===== config.mk =====
export PLATFORM = sky130hd
export DESIGN_NAME = spdc_top
export DESIGN_NICKNAME = d
export VERILOG_FILES = /design/src/inc/spdc_pkg.sv /design/src/logic/spdc_top.sv
export VERILOG_INCLUDE_DIRS = /design/src /design/src/inc
export SDC_FILE = /design/constraint.sdc
export NUM_CORES = 1
export LEC_CHECK = 0
export ABC_AREA = 0
export BUFFER_PORTS_ARGS = -buffer_cell sky130_fd_sc_hd__buf_2
export CORE_MARGIN = 5
export CORE_UTILIZATION = 39
export DETAILED_ROUTE_END_ITERATION = 8
export PLACE_DENSITY = 0.64
export SLEW_MARGIN = 5
export SYNTH_ARGS = -nofsm -noshare
export SYNTH_HDL_FRONTEND = slang
export SYNTH_SLANG_ARGS = --single-unit
export TNS_END_PERCENT = 1

===== constraint.sdc =====
create_clock -name clk_i -period 178.2 [get_ports clk_i]
set_clock_uncertainty 0.2 [all_clocks]
set_input_delay 35.64 -clock clk_i [delete_from_list [all_inputs] [get_ports clk_i]]
set_output_delay 35.64 -clock clk_i [all_outputs]
set_load 0.005 [all_outputs]

===== src/inc/spdc_params.svh =====
// Constants for the serial port default configuration block.
// Assumes a 100 MHz clock and an AHB-Lite slave with 32-bit words.
`ifndef SPDC_PARAMS_SVH
`define SPDC_PARAMS_SVH
`define SPDC_ADDR_MODE      8'h00
`define SPDC_ADDR_CMD       8'h04
`define SPDC_ADDR_CTRL      8'h08
`define SPDC_ADDR_SWITCH    8'h0C
`define SPDC_ADDR_STATUS    8'h10
`define SPDC_CMD_RESET      8'h05
`define SPDC_CTRL_IRESET    5
`define SPDC_CLK_HZ         100000000
`define SPDC_FACT_ZERO      2'h0
`define SPDC_FACT_X1        2'h1
`define SPDC_FACT_X16       2'h2
`define SPDC_FACT_X64       2'h3
`define SPDC_SEL_MIN        4'h2
`define SPDC_DEF_MODE       8'hCF
`define SPDC_DEF_RATE_POS   4'h7
`define SPDC_DEF_SEL_STD    4'hA
`define SPDC_DEF_SEL_OPT    4'hB
`define SPDC_HTRANS_NONSEQ  2'h2
`define SPDC_HSIZE_WORD     3'h2
`endif


===== src/inc/spdc_pkg.sv =====
// Types for the serial port default configuration block.
// Assumes spdc_params.svh is on the include path.
package spdc_pkg;
	typedef struct packed {
		logic [1:0] stop_bits;
		logic       parity_even;
		logic       parity_en;
		logic [1:0] char_len;
		logic [1:0] rate_factor;
	} spdc_mode_type;

	typedef struct packed {
		logic       ext_tx_clk;
		logic       ext_rx_clk;
		logic       cts_dev;
		logic       cur_loop;
		logic [3:0] rate_pos;
		logic [3:0] sel_code;
	} spdc_sw_type;

	typedef struct packed {
		logic       tx_clk;
		logic       rx_clk;
		logic       cts;
		logic       rts_en;
		logic       sel_ok;
	} spdc_link_type;

	typedef enum logic [2:0] {
		SPDC_IN_RESET = 3'b001,
		SPDC_RUN      = 3'b010,
		SPDC_IRESET   = 3'b100
	} spdc_state_type;
endpackage : spdc_pkg


===== src/logic/spdc_top.sv =====
// Default configuration logic of a serial interface card.
// Assumes a single AHB-Lite master and synchronous switch inputs.
`include "spdc_params.svh"
module spdc_top
	import spdc_pkg::*;
#(
	parameter int CLK_HZ = `SPDC_CLK_HZ
) (
	// Clock, reset, enable
	input  wire logic          clk_i,
	input  wire logic          rst_i,
	input  wire logic          ce_i,
	// AHB-Lite slave
	input  wire logic          hsel_i,
	input  wire logic [31:0]   haddr_i,
	input  wire logic [1:0]    htrans_i,
	input  wire logic          hwrite_i,
	input  wire logic [2:0]    hsize_i,
	input  wire logic [31:0]   hwdata_i,
	input  wire logic          hready_i,
	output logic      [31:0]   hrdata_o,
	output logic               hreadyout_o,
	output logic               hresp_o,
	// Switches, high when open
	input  wire logic [7:0]    mode_sw_i,
	input  spdc_sw_type        cfg_sw_i,
	// Cable side
	input  wire logic          ext_tx_clk_i,
	input  wire logic          ext_rx_clk_i,
	input  wire logic          dev_cts_i,
	// Serial core side
	output spdc_mode_type      mode_o,
	output logic [7:0]         cmd_o,
	output spdc_link_type      link_o
);
	typedef logic [31:0] cnt_t;

	// Half period of a rate clock at factor 1 timing base
	function automatic cnt_t half_div(input logic [3:0] pos);
		int unsigned bps;
		bps = 75;
		case (pos)
			4'h1: bps = 9600;
			4'h2: bps = 4800;
			4'h3: bps = 2400;
			4'h4: bps = 1800;
			4'h5: bps = 1200;
			4'h6: bps = 600;
			4'h7: bps = 300;
			4'h8: bps = 150;
			4'h9: bps = 110;
			default: bps = 75;
		endcase
		return cnt_t'(CLK_HZ / (2 * bps));
	endfunction : half_div

	spdc_state_type state_r;
	spdc_mode_type  mode_r;
	logic [7:0]     cmd_r;
	logic [7:0]     ctrl_r;
	logic [7:0]     sw_r;
	spdc_sw_type    cfg_r;
	logic           ph_wr_r;
	logic [7:0]     ph_addr_r;
	cnt_t           div_cnt_r;
	logic           rate_clk_r;
	spdc_link_type  link_r;
	logic [31:0]    rdata_r;

	logic access;
	logic iresel;
	assign access = hsel_i && hready_i && htrans_i == `SPDC_HTRANS_NONSEQ;
	assign iresel = ph_wr_r && ph_addr_r == `SPDC_ADDR_CTRL
		&& hwdata_i[`SPDC_CTRL_IRESET];

	// Reset sequencing; switches follow the pins while reset holds and ce_i is high
	always_ff @(posedge clk_i) begin
		if (rst_i) begin
			state_r <= SPDC_IN_RESET;
		end else if (ce_i) begin
			case (state_r)
				SPDC_IN_RESET: state_r <= SPDC_RUN;
				SPDC_RUN: state_r <= iresel ? SPDC_IRESET : SPDC_RUN;
				SPDC_IRESET: state_r <= SPDC_RUN;
				default: state_r <= SPDC_IN_RESET;
			endcase
		end
	end

	// Switch capture is clocked, never a reset value; an interface reset
	// samples on the edge before the reload, so the reload sees fresh ones
	always_ff @(posedge clk_i) begin
		if (ce_i && (rst_i || (state_r == SPDC_RUN && iresel))) begin
			sw_r  <= mode_sw_i;
			cfg_r <= cfg_sw_i;
		end
	end

	// Address phase capture
	always_ff @(posedge clk_i) begin
		if (rst_i) begin
			ph_wr_r   <= 1'b0;
			ph_addr_r <= 8'h00;
		end else if (ce_i && hready_i) begin
			ph_wr_r   <= access && hwrite_i;
			ph_addr_r <= haddr_i[7:0];
		end
	end

	// Mode word: switch default after any reset, host write overrides
	always_ff @(posedge clk_i) begin
		if (rst_i) begin
			mode_r <= spdc_mode_type'(`SPDC_DEF_MODE);
		end else if (ce_i) begin
			if (state_r == SPDC_IN_RESET || state_r == SPDC_IRESET)
				mode_r <= spdc_mode_type'(sw_r);
			else if (ph_wr_r && ph_addr_r == `SPDC_ADDR_MODE)
				mode_r <= spdc_mode_type'(hwdata_i[7:0]);
		end
	end

	// Command and control words; whole byte replaced on write
	always_ff @(posedge clk_i) begin
		if (rst_i) begin
			cmd_r  <= `SPDC_CMD_RESET;
			ctrl_r <= 8'h00;
		end else if (ce_i) begin
			if (state_r == SPDC_IRESET) begin
				cmd_r  <= `SPDC_CMD_RESET;
				ctrl_r <= 8'h00;
			end else if (ph_wr_r && ph_addr_r == `SPDC_ADDR_CMD) begin
				cmd_r <= hwdata_i[7:0];
			end else if (ph_wr_r && ph_addr_r == `SPDC_ADDR_CTRL) begin
				// Reset bit self-clears during the interface reset
				ctrl_r <= hwdata_i[7:0];
			end
		end
	end

	// Internal bit rate clock from the rate selector
	always_ff @(posedge clk_i) begin
		if (rst_i) begin
			div_cnt_r  <= '0;
			rate_clk_r <= 1'b0;
		end else if (ce_i) begin
			if (div_cnt_r + 1 >= half_div(cfg_r.rate_pos)) begin
				div_cnt_r  <= '0;
				rate_clk_r <= ~rate_clk_r;
			end else begin
				div_cnt_r <= div_cnt_r + 1;
			end
		end
	end

	// Clock, clear-to-send and line selection
	always_ff @(posedge clk_i) begin
		if (rst_i) begin
			link_r <= '0;
		end else if (ce_i) begin
			// The core relies on software avoiding a zero factor
			link_r.tx_clk <= cfg_r.ext_tx_clk ? ext_tx_clk_i
				: rate_clk_r;
			link_r.rx_clk <= cfg_r.ext_rx_clk ? ext_rx_clk_i
				: rate_clk_r;
			link_r.cts    <= cfg_r.cts_dev ? dev_cts_i : 1'b1;
			link_r.rts_en <= ~cfg_r.cur_loop;
			link_r.sel_ok <= cfg_r.sel_code >= `SPDC_SEL_MIN;
		end
	end

	// Read data, registered for the data phase
	always_ff @(posedge clk_i) begin
		if (rst_i) begin
			rdata_r <= 32'h0;
		end else if (ce_i && access && !hwrite_i) begin
			case (haddr_i[7:0])
				`SPDC_ADDR_MODE:   rdata_r <= {24'h0, mode_r};
				`SPDC_ADDR_CMD:    rdata_r <= {24'h0, cmd_r};
				`SPDC_ADDR_CTRL:   rdata_r <= {24'h0, ctrl_r};
				`SPDC_ADDR_SWITCH: rdata_r <= {24'h0, sw_r};
				`SPDC_ADDR_STATUS: rdata_r <= {24'h0, cfg_r.sel_code,
					1'b0, state_r};
				default:           rdata_r <= 32'h0;
			endcase
		end
	end

	assign hrdata_o    = rdata_r;
	assign hreadyout_o = 1'b1;
	assign hresp_o     = 1'b0;
	assign mode_o      = mode_r;
	assign cmd_o       = cmd_r;
	assign link_o      = link_r;

	// Assertions; each except a_rd_upper checks the registered result one edge later
	a_mode_load: assert property (
		@(posedge clk_i) disable iff (rst_i)
		ce_i && state_r == SPDC_IN_RESET |=> mode_r == $past(sw_r))
		else $error("mode not loaded from switches");
	a_mode_reload: assert property (
		@(posedge clk_i) disable iff (rst_i)
		ce_i && state_r == SPDC_IRESET |=> mode_r == $past(sw_r))
		else $error("mode not reloaded on interface reset");
	a_sw_capture: assert property (
		@(posedge clk_i) disable iff (rst_i)
		ce_i && state_r == SPDC_RUN && iresel
		|=> sw_r == $past(mode_sw_i))
		else $error("switches not sampled before reload");
	a_mode_write: assert property (
		@(posedge clk_i) disable iff (rst_i)
		ce_i && state_r == SPDC_RUN && ph_wr_r
		&& ph_addr_r == `SPDC_ADDR_MODE
		|=> mode_r == $past(hwdata_i[7:0]))
		else $error("host mode write lost");
	a_mode_hold: assert property (
		@(posedge clk_i) disable iff (rst_i)
		ce_i && state_r == SPDC_RUN
		&& !(ph_wr_r && ph_addr_r == `SPDC_ADDR_MODE)
		|=> $stable(mode_r))
		else $error("mode changed without a write");
	a_ce_freeze: assert property (
		@(posedge clk_i) disable iff (rst_i)
		!ce_i |=> $stable(mode_r) && $stable(cmd_r)
		&& $stable(ctrl_r) && $stable(state_r))
		else $error("state moved while enable low");
	a_cmd_reset: assert property (
		@(posedge clk_i) disable iff (rst_i)
		ce_i && state_r == SPDC_IRESET
		|=> cmd_r == `SPDC_CMD_RESET && ctrl_r == 8'h00)
		else $error("command word not reset");
	a_cmd_full: assert property (
		@(posedge clk_i) disable iff (rst_i)
		ce_i && state_r == SPDC_RUN && ph_wr_r
		&& ph_addr_r == `SPDC_ADDR_CMD
		|=> cmd_r == $past(hwdata_i[7:0]))
		else $error("command write not whole");
	a_ctrl_full: assert property (
		@(posedge clk_i) disable iff (rst_i)
		ce_i && state_r == SPDC_RUN && ph_wr_r
		&& ph_addr_r == `SPDC_ADDR_CTRL
		|=> ctrl_r == $past(hwdata_i[7:0]))
		else $error("control write not whole");
	a_rd_upper: assert property (
		@(posedge clk_i) disable iff (rst_i)
		hrdata_o[31:8] == 24'h0)
		else $error("read data wider than a byte");
	a_mode_read: assert property (
		@(posedge clk_i) disable iff (rst_i)
		ce_i && access && !hwrite_i && haddr_i[7:0] == `SPDC_ADDR_MODE
		|=> hrdata_o[7:0] == $past(mode_r))
		else $error("mode word read wrong");
	a_sw_read: assert property (
		@(posedge clk_i) disable iff (rst_i)
		ce_i && access && !hwrite_i && haddr_i[7:0] == `SPDC_ADDR_SWITCH
		|=> hrdata_o[7:0] == $past(sw_r))
		else $error("switch word read wrong");
	a_status_rd: assert property (
		@(posedge clk_i) disable iff (rst_i)
		ce_i && access && !hwrite_i && haddr_i[7:0] == `SPDC_ADDR_STATUS
		|=> hrdata_o[7:4] == $past(cfg_r.sel_code))
		else $error("select code not readable");
	a_cts_high: assert property (
		@(posedge clk_i) disable iff (rst_i)
		ce_i && !cfg_r.cts_dev |=> link_r.cts)
		else $error("cts not forced high");
	a_cts_follow: assert property (
		@(posedge clk_i) disable iff (rst_i)
		ce_i && cfg_r.cts_dev |=> link_r.cts == $past(dev_cts_i))
		else $error("cts not following device");
	a_loop_rts: assert property (
		@(posedge clk_i) disable iff (rst_i)
		ce_i && cfg_r.cur_loop |=> !link_r.rts_en)
		else $error("controls live in current loop");
	a_rts_live: assert property (
		@(posedge clk_i) disable iff (rst_i)
		ce_i && !cfg_r.cur_loop |=> link_r.rts_en)
		else $error("controls missing in line mode");
	a_sel_range: assert property (
		@(posedge clk_i) disable iff (rst_i)
		ce_i && cfg_r.sel_code < `SPDC_SEL_MIN |=> !link_r.sel_ok)
		else $error("reserved select code accepted");
	a_sel_valid: assert property (
		@(posedge clk_i) disable iff (rst_i)
		ce_i && cfg_r.sel_code >= `SPDC_SEL_MIN |=> link_r.sel_ok)
		else $error("valid select code refused");
	a_ireset_seq: assert property (
		@(posedge clk_i) disable iff (rst_i)
		ce_i && state_r == SPDC_RUN && iresel
		|=> state_r == SPDC_IRESET ##1 state_r == SPDC_RUN)
		else $error("interface reset sequence broken");
	a_tx_clk_sel: assert property (
		@(posedge clk_i) disable iff (rst_i)
		ce_i && !cfg_r.ext_tx_clk |=> link_r.tx_clk == $past(rate_clk_r))
		else $error("internal tx clock not used");
	a_rx_clk_sel: assert property (
		@(posedge clk_i) disable iff (rst_i)
		ce_i && !cfg_r.ext_rx_clk |=> link_r.rx_clk == $past(rate_clk_r))
		else $error("internal rx clock not used");
	a_tx_clk_ext: assert property (
		@(posedge clk_i) disable iff (rst_i)
		ce_i && cfg_r.ext_tx_clk |=> link_r.tx_clk == $past(ext_tx_clk_i))
		else $error("cable tx clock not used");
	a_rx_clk_ext: assert property (
		@(posedge clk_i) disable iff (rst_i)
		ce_i && cfg_r.ext_rx_clk |=> link_r.rx_clk == $past(ext_rx_clk_i))
		else $error("cable rx clock not used");

	c_host_mode: cover property (@(posedge clk_i)
		ph_wr_r && ph_addr_r == `SPDC_ADDR_MODE);
	c_ireset: cover property (@(posedge clk_i) state_r == SPDC_IRESET);
	c_rate_tick: cover property (@(posedge clk_i) $rose(rate_clk_r));
	c_cur_loop: cover property (@(posedge clk_i)
		cfg_r.cur_loop && !link_r.rts_en);
	c_ext_clk: cover property (@(posedge clk_i)
		cfg_r.ext_tx_clk && cfg_r.ext_rx_clk);
endmodule : spdc_top


==> results_dict.tcl, run 1 <==
set metrics [dict create \
    grt_usage_pct 20.1 \
    crit_top_cell "o21ai_0" \
    cts_tree "built" \
    ys_types 140 \
    yosysMostFrequentCell "nand2_1" \
    period_minus_slack_ps 95120 \
    path_clk_slew_ps 60 \
    antenna_found_initial 1 \
    io-pin-count 153 \
    ys_async_sr_fraction_pct 0 \
    tns_ps 0 \
    slew-limit-headroom_pct 24.5 \
    ctsResizeCount 0 \
    synthTopCellsByArea "ha_1 (15%), dfxtp_1 (6.7%), nand2_1 (5.9%), nor2_1 (5.3%), a21oi_1 (5.2%)" \
    min_from "cfg_r[8]" \
    hp-class "flop to flop" \
    ys_warn_count 0 \
    reg2reg_setup_slack_ps 83080 \
    clock_sinks 116 \
    ant_nets 0 \
    syn_avg_cell_area_um2 7.05 \
    rsz0062_at_grt "no" \
    cts_setup_buffers 0 \
    synth_edf_count 20 \
    core_um2 73000 \
    num-fill-cells 7643 \
    die_w_um 281 \
    dieArea_um2 79100 \
    drc 0 \
    wl_per_cell_um 16.6 \
    path_class "flop to flop" \
    portBuffers 75 \
    fin_nets 4531 \
    die_y_um 281 \
    clk_latency_ps 410 \
    drive_gt1_share_pct 8.86 \
    hpwl_um 65000 \
    worstMarginPinSlew_ps 1130 \
    hold_viol_final 0 \
    timing.final.crit_share_pct 53.4 \
    fmax_ghz 0.0105 \
    rows 99 \
    finalSetupViolCount 0 \
    hold_slack_ps 233 \
    drt_iter0_markers 1971 \
    viasPerCell 5.87 \
    yosysTopAreaCell "ha_1" \
    grt_pass1_vias 27300 \
    syn_to_final_growth_pct 6.52 \
    grt_max_degree 52 \
    grt_first_pass_wirelength_um 137000 \
    synthCells 4073 \
    slowest_delay_ps 850 \
    max_cap_violations 0 \
    status "complete, no violations" \
    end_kind "flop" \
    synth_common_cells "nand2_1 (448), nor2_1 (403), ha_1 (349)" \
    cts_made_buffers 17 \
    cts-root-buf "clkbuf_16" \
    start_util_pct 39.3 \
    ctsLongestPathBuffers 2 \
    htreeDepth 4 \
    wl_um 83700 \
    ff2ff_path_depth 457 \
    drt_pass1_iterations 5 \
    yosys.area.top_type_share_pct 15.2 \
    cp_data_required_time_ps 178350 \
    gp_congestion 0.892 \
    cts_hold_repair.buffers 0 \
    netlist_area_um2 28700 \
    crit_fanout 37 \
    hold_depth 1 \
    n_antenna_cell 0 \
    grt_overflow_total 0 \
    slowest_stage "nor2_1" \
    cp-start-kind "flop" \
    worstPathArrival_ps 95270 \
    ys.flop_type "dfxtp_1" \
    synth-seq-area-share_pct 8.79 \
    finalMaxSlewViolations 0 \
    vias 29700 \
    synth_seq_cells 116 \
]
-- stage by stage --
step / worst slack, ps / cell area [um2] / instances / utilization (%)
finish: 83080 / 30600 / 5056 / 41.9
global route: 73630 / 30600 / 5056 / 41.9
global placement: 84690 / 29900 / 5024 / 41.0
floorplan: 94430 / 28800 / 4098 / -
CTS: 83770 / 30600 / 5056 / 41.9
detailed placement: 84190 / 29900 / 5024 / 41.0
-- critical path: cells and delay by family, from the launching register on --
family / cells / cell delay, ps
muxes: 5 / 1270
xor gates and xnor gates: 2 / 360
DFF: 1 / 300
AOI/OAI and AO/OA: 235 / 47180
and+or+nand+nor: 150 / 25600
buffers and inverters: 35 / 9940
adders and majority gates: 30 / 9910
-- logic make-up after synthesis --
kind of cell / count (synthesis) / share of synthesized area [%]
simple gates: 1598 / 27.8
other cells: 2 / 0.0262
flops: 116 / 8.79
fa+ha+maj: 349 / 15.2
compound gates: 1372 / 32.1
xor+xnor: 205 / 6.31
mux: 141 / 5.28
buf+inv: 290 / 4.41
-- placed cells by master (no fill, tap or decap), drive strengths merged, types with 38 or more instances in the layout --
| cell type | count |
|---|---|
| a211oi | 40 |
| dfxtp | 96 |
| buf | 110 |
| mux2 | 62 |
| a31oi | 51 |
| or2 | 41 |
| xor2 | 89 |
| ha | 349 |
| nor2b | 63 |
| and3 | 60 |
| nand3 | 114 |
| o211ai | 40 |
| o21ai | 323 |
| o21a | 123 |
| nand2 | 451 |
| a21o | 130 |
| nor3 | 114 |
| o31ai | 90 |
| or3 | 38 |
| and2 | 54 |
| a21boi | 39 |
| nor2 | 407 |
| inv | 143 |
| a21oi | 306 |
| nand2b | 107 |
| xnor2 | 116 |
| nand4 | 41 |
| mux2i | 78 |
-- path summary, 6_finish.rpt --
kind	endpoint
max reg2reg	div_cnt_r[4]
max	div_cnt_r[4]
min reg2reg	link_o[1]
min	link_o[1]
-- layer usage --
metal / vias up / global-route usage (%) / share of wire [%] / wire (um)
li1: 15200 / - / - / -
met1: 13700 / 28.9 / 49 / 41300
met2: 732 / 32.9 / 44 / 36500
met3: 109 / 1.85 / 5.1 / 4280
met4: 0 / 4.34 / 2.0 / 1690
met5: - / 0 / 0 / 0
-- area by class of cell --
cell class,count,area [um2],share of cell area (%)
multi-input cells,3692,25000,81.8
flip-flops and latches,116,2520,8.26
clock buffers,17,425,1.39
repair buffers,110,638,2.09
well taps,959,1200,3.93
inverters,147,556,1.82
clock inverters,15,206,0.675
Power of run 1 is left out: the tool's default activity adds up to more than one toggle a clock period on the data nets, which glitch-free logic cannot reach.
==> run 2, diff against run 1 <==
Clock period 178.2 ns to 91.5 ns, I/O delays scaled along.
==> results_dict.tcl, run 2 (synthesis results as in run 1) <==
set metrics [dict create \
    fin_nets 4575 \
    cts_tree "built" \
    io-pin-count 153 \
    hp-class "flop to flop" \
    period_minus_slack_ps 84190 \
    start_util_pct 39.3 \
    crit_end "div_cnt_r[27]" \
    grt_pass1_vias 27000 \
    layout_commonest_cell "nand2_1" \
    fmax_ghz 0.0119 \
    slowest_stage "or4_4" \
    finalMaxSlewViolations 0 \
    vias 29900 \
    drc 0 \
    htreeDepth 4 \
    viasPerCell 5.86 \
    slew-limit-headroom_pct 22.8 \
    drt_iter0_markers 2037 \
    grt_max_degree 83 \
    hold_slack_ps 240 \
    reg2reg_setup_slack_ps 7310 \
    timing.final.crit_share_pct 92.0 \
    rows 99 \
    fin_ws_ps 7310 \
    wl_um 84800 \
    path_clk_slew_ps 60 \
    drt_pass1_iterations 6 \
    ant_nets 0 \
    cts-root-buf "clkbuf_16" \
    ctsLongestPathBuffers 2 \
    die_y_um 281 \
    timing.rr.end "div_cnt_r[27]" \
    die_w_um 281 \
    fin_util_pct 42.5 \
    slowest_delay_ps 640 \
    ff2ff_path_depth 455 \
    path_class "flop to flop" \
    crit_fanout 37 \
    finalSetupViolCount 0 \
    wl_per_cell_um 16.6 \
    dieArea_um2 79100 \
    finalNonFillerCells 5101 \
    cp_data_required_time_ps 91650 \
    antenna_found_initial 2 \
    placedCellCount 5041 \
    status "complete, no violations" \
    final_cell_mix "nand2_1 (443), nor2_1 (398), ha_1 (349), o21ai_0 (292), a21oi_1 (291)" \
    max_cap_violations 0 \
    syn_to_final_growth_pct 8.16 \
    hold_viol_final 0 \
    gp_congestion 0.881 \
    hpwl_um 65500 \
    crit_top_cell "o21ai_0" \
    end_kind "flop" \
    portBuffers 75 \
    drive_gt1_share_pct 10.8 \
    cp-start-kind "flop" \
    grt_overflow_total 0 \
    core_um2 73000 \
    worstMarginPinSlew_ps 1150 \
    pre_cts_slack_ps 1770 \
    clock_sinks 116 \
    worstPathArrival_ps 84340 \
    cts_made_buffers 17 \
    grt_usage_pct 20.2 \
    clk_latency_ps 410 \
    grt_first_pass_wirelength_um 136000 \
]
[run 2: final cells by class]
| type | count | area [um2] |
|---|---|---|
| clock inverter | 15 | 148 |
| timing repair buffer | 150 | 938 |
| clock buffer | 17 | 425 |
| multi-input combinational | 3692 | 25200 |
| fill | 7539 | 41900 |
| timing repair inverter | 4 | 20.0 |
| tap | 959 | 1200 |
| inverter | 147 | 598 |
| antenna | 1 | 2.50 |
| sequential | 116 | 2520 |
[run 2: through the flow]
| stage | instance area, um2 | setup TNS, ps |
|---|---|---|
| floorplan | 28800 | 0 |
| global route | 31000 | -1060 |
| detailed placement | 30100 | 0 |
| finish | 31000 | 0 |
| CTS | 30600 | 0 |
| global placement | 30100 | 0 |
[run 2: critical path, delay by kind of cell, from the launching register on]
kind,cells,cell delay [ps]
AO/OA/AOI/OAI,240,44550
AND/OR/NAND/NOR,147,21930
adder cells (fa/ha/maj),29,9430
buffers and inverters,31,5550
multiplexers,6,1530
XOR/XNOR,2,430
flip-flops,1,370
[run 2: layer usage]
layer	routed length (um)	GRT usage [%]
met3	4980	2.42
met4	1260	3.66
met5	23	0
met1	41000	28.6
met2	37500	33.3
[run 2: how the worst min path moves through the flow]
stage / cells after the start / to / slack (ps) / startpoint
after floorplan: 1 / link_o[1] / 210 / cfg_r[8]
after global placement: 1 / link_o[1] / 220 / cfg_r[8]
after detailed placement: 1 / link_o[1] / 240 / cfg_r[8]
after CTS: 1 / link_o[1] / 250 / cfg_r[8]
after global routing: 1 / link_o[1] / 260 / cfg_r[8]
final: 1 / link_o[1] / 240 / cfg_r[8]
[run 2: what timing repair did]
| action | in CTS | in global routing |
|---|---|---|
| resized for setup | 0 | 71 |
| setup endpoints to repair | 0 | 33 |
| buffers inserted | 0 | 23 |
| hold buffers | 0 | 0 |
Power of run 2 is left out for the same reason.
==> run 3, diff against run 2 <==
Settings changed: CORE_UTILIZATION 39 to 40, PLACE_DENSITY 0.64 to 0.65.
==> results_dict.tcl, run 3 (synthesis results as in run 1) <==
set metrics [dict create \
    status "complete, no violations" \
    slew-limit-headroom_pct 26.1 \
    wl_per_cell_um 16.5 \
    cp-start-kind "flop" \
    cts-root-buf "clkbuf_16" \
    gp_congestion 0.900 \
    finalSetupViolCount 0 \
    clk_latency_ps 410 \
    slowest_stage "or4_4" \
    dieArea_um2 77200 \
    hold_slack_ps 238 \
    slowest_delay_ps 630 \
    hold_viol_final 0 \
    die_w_um 278 \
    drt_pass1_iterations 5 \
    fin_nets 4581 \
    worstMarginPinSlew_ps 1080 \
    grt_max_degree 84 \
    rows 98 \
    fmax_ghz 0.0119 \
    clock_sinks 116 \
    hp-class "flop to flop" \
    antenna_found_initial 1 \
    period_minus_slack_ps 83940 \
    grt_pass1_vias 27200 \
    cts_tree "built" \
    grt_first_pass_wirelength_um 136000 \
    critical_path.n_buffers_inverters 27 \
    seqCellArea_um2 2520 \
    path_class "flop to flop" \
    cpLargestDelayFamily "compound AO/OA/AOI/OAI gates" \
    finalMaxSlewViolations 0 \
    cp_data_required_time_ps 91630 \
    portBuffers 75 \
    drc 0 \
    grt_usage_pct 20.2 \
    drt_iter0_markers 2069 \
    worstPathArrival_ps 84070 \
    start_util_pct 40.2 \
    io-pin-count 153 \
    ant_nets 0 \
    cts_made_buffers 17 \
    core_um2 71400 \
    ctsLongestPathBuffers 2 \
    wl_um 84200 \
    layout_commonest_cell "nand2_1" \
    final_cell_mix "nand2_1 (444), nor2_1 (398), ha_1 (349), o21ai_0 (295), a21oi_1 (291)" \
    num-fill-cells 7327 \
    htreeDepth 4 \
    end_kind "flop" \
    grt_overflow_total 0 \
    hpwl_um 65300 \
    fin_ws_ps 7560 \
    max_cap_violations 0 \
    viasPerCell 5.89 \
    crit_top_cell "o21ai_0" \
    multi_input_area_um2 25200 \
    path_clk_slew_ps 60 \
    die_y_um 278 \
    drive_gt1_share_pct 10.8 \
    crit_fanout 37 \
    vias 30000 \
    pre_cts_slack_ps 2000 \
    timing.final.crit_share_pct 91.7 \
    syn_to_final_growth_pct 8.43 \
    n_antenna_cell 0 \
]
## run 3: area by class of cell
class | instances | area share, %
multi-input cells | 3693 | 80.9
flip-flops and latches | 116 | 8.11
well taps | 950 | 3.82
repair buffers | 156 | 3.25
inverters | 147 | 1.93
clock buffers | 17 | 1.37
clock inverters | 15 | 0.551
repair inverters | 3 | 0.0483
## run 3: final timing paths
path / startpoint / to / slack [ps] / cells past startpoint
worst max-delay path: flop / div_cnt_r[21] / 7560 / 451
worst min-delay path: cfg_r[8] / link_o[1] / 240 / 1
worst max register to register: flop / div_cnt_r[21] / 7560 / 451
worst min register to register: cfg_r[8] / link_o[1] / 240 / 1
## run 3: metrics by stage
step / util (%) / setup TNS, ps / instance area [um2] / std cells
final: 43.6 / 0 / 31100 / 5097
after global routing: 43.6 / -4190 / 31100 / 5097
after CTS: 43.0 / 0 / 30700 / 5067
after detailed placement: 42.2 / 0 / 30100 / 5035
after global placement: 42.2 / 0 / 30100 / 5035
after floorplan: - / 0 / 28800 / 4098
## run 3: worst reg2reg max path, delay by kind of cell (launching register included)
family / cells / cell delay, ps
compound gates: 237 / 44190
xor+xnor: 2 / 380
fa+ha+maj: 29 / 9240
buf+inv: 27 / 4930
flops: 1 / 380
mux: 8 / 2260
simple gates: 148 / 22320
## run 3: per-layer routing
| layer | vias to the layer above | share of wire (%) | track usage [%] |
|---|---|---|---|
| met5 | - | 0.0083 | 0 |
| met4 | 2 | 1.1 | 2.73 |
| met3 | 80 | 5.2 | 1.46 |
| met2 | 751 | 45 | 33.9 |
| met1 | 14000 | 49 | 29.2 |
| li1 | 15200 | - | - |
## run 3: timing repair
item / 4_1_cts / 5_1_grt
resized for setup: 0 / 65
endpoints found under the setup margin: 0 / 33
hold buffers: 0 / 0
setup buffers: 0 / 26
Power of run 3 is left out for the same reason.
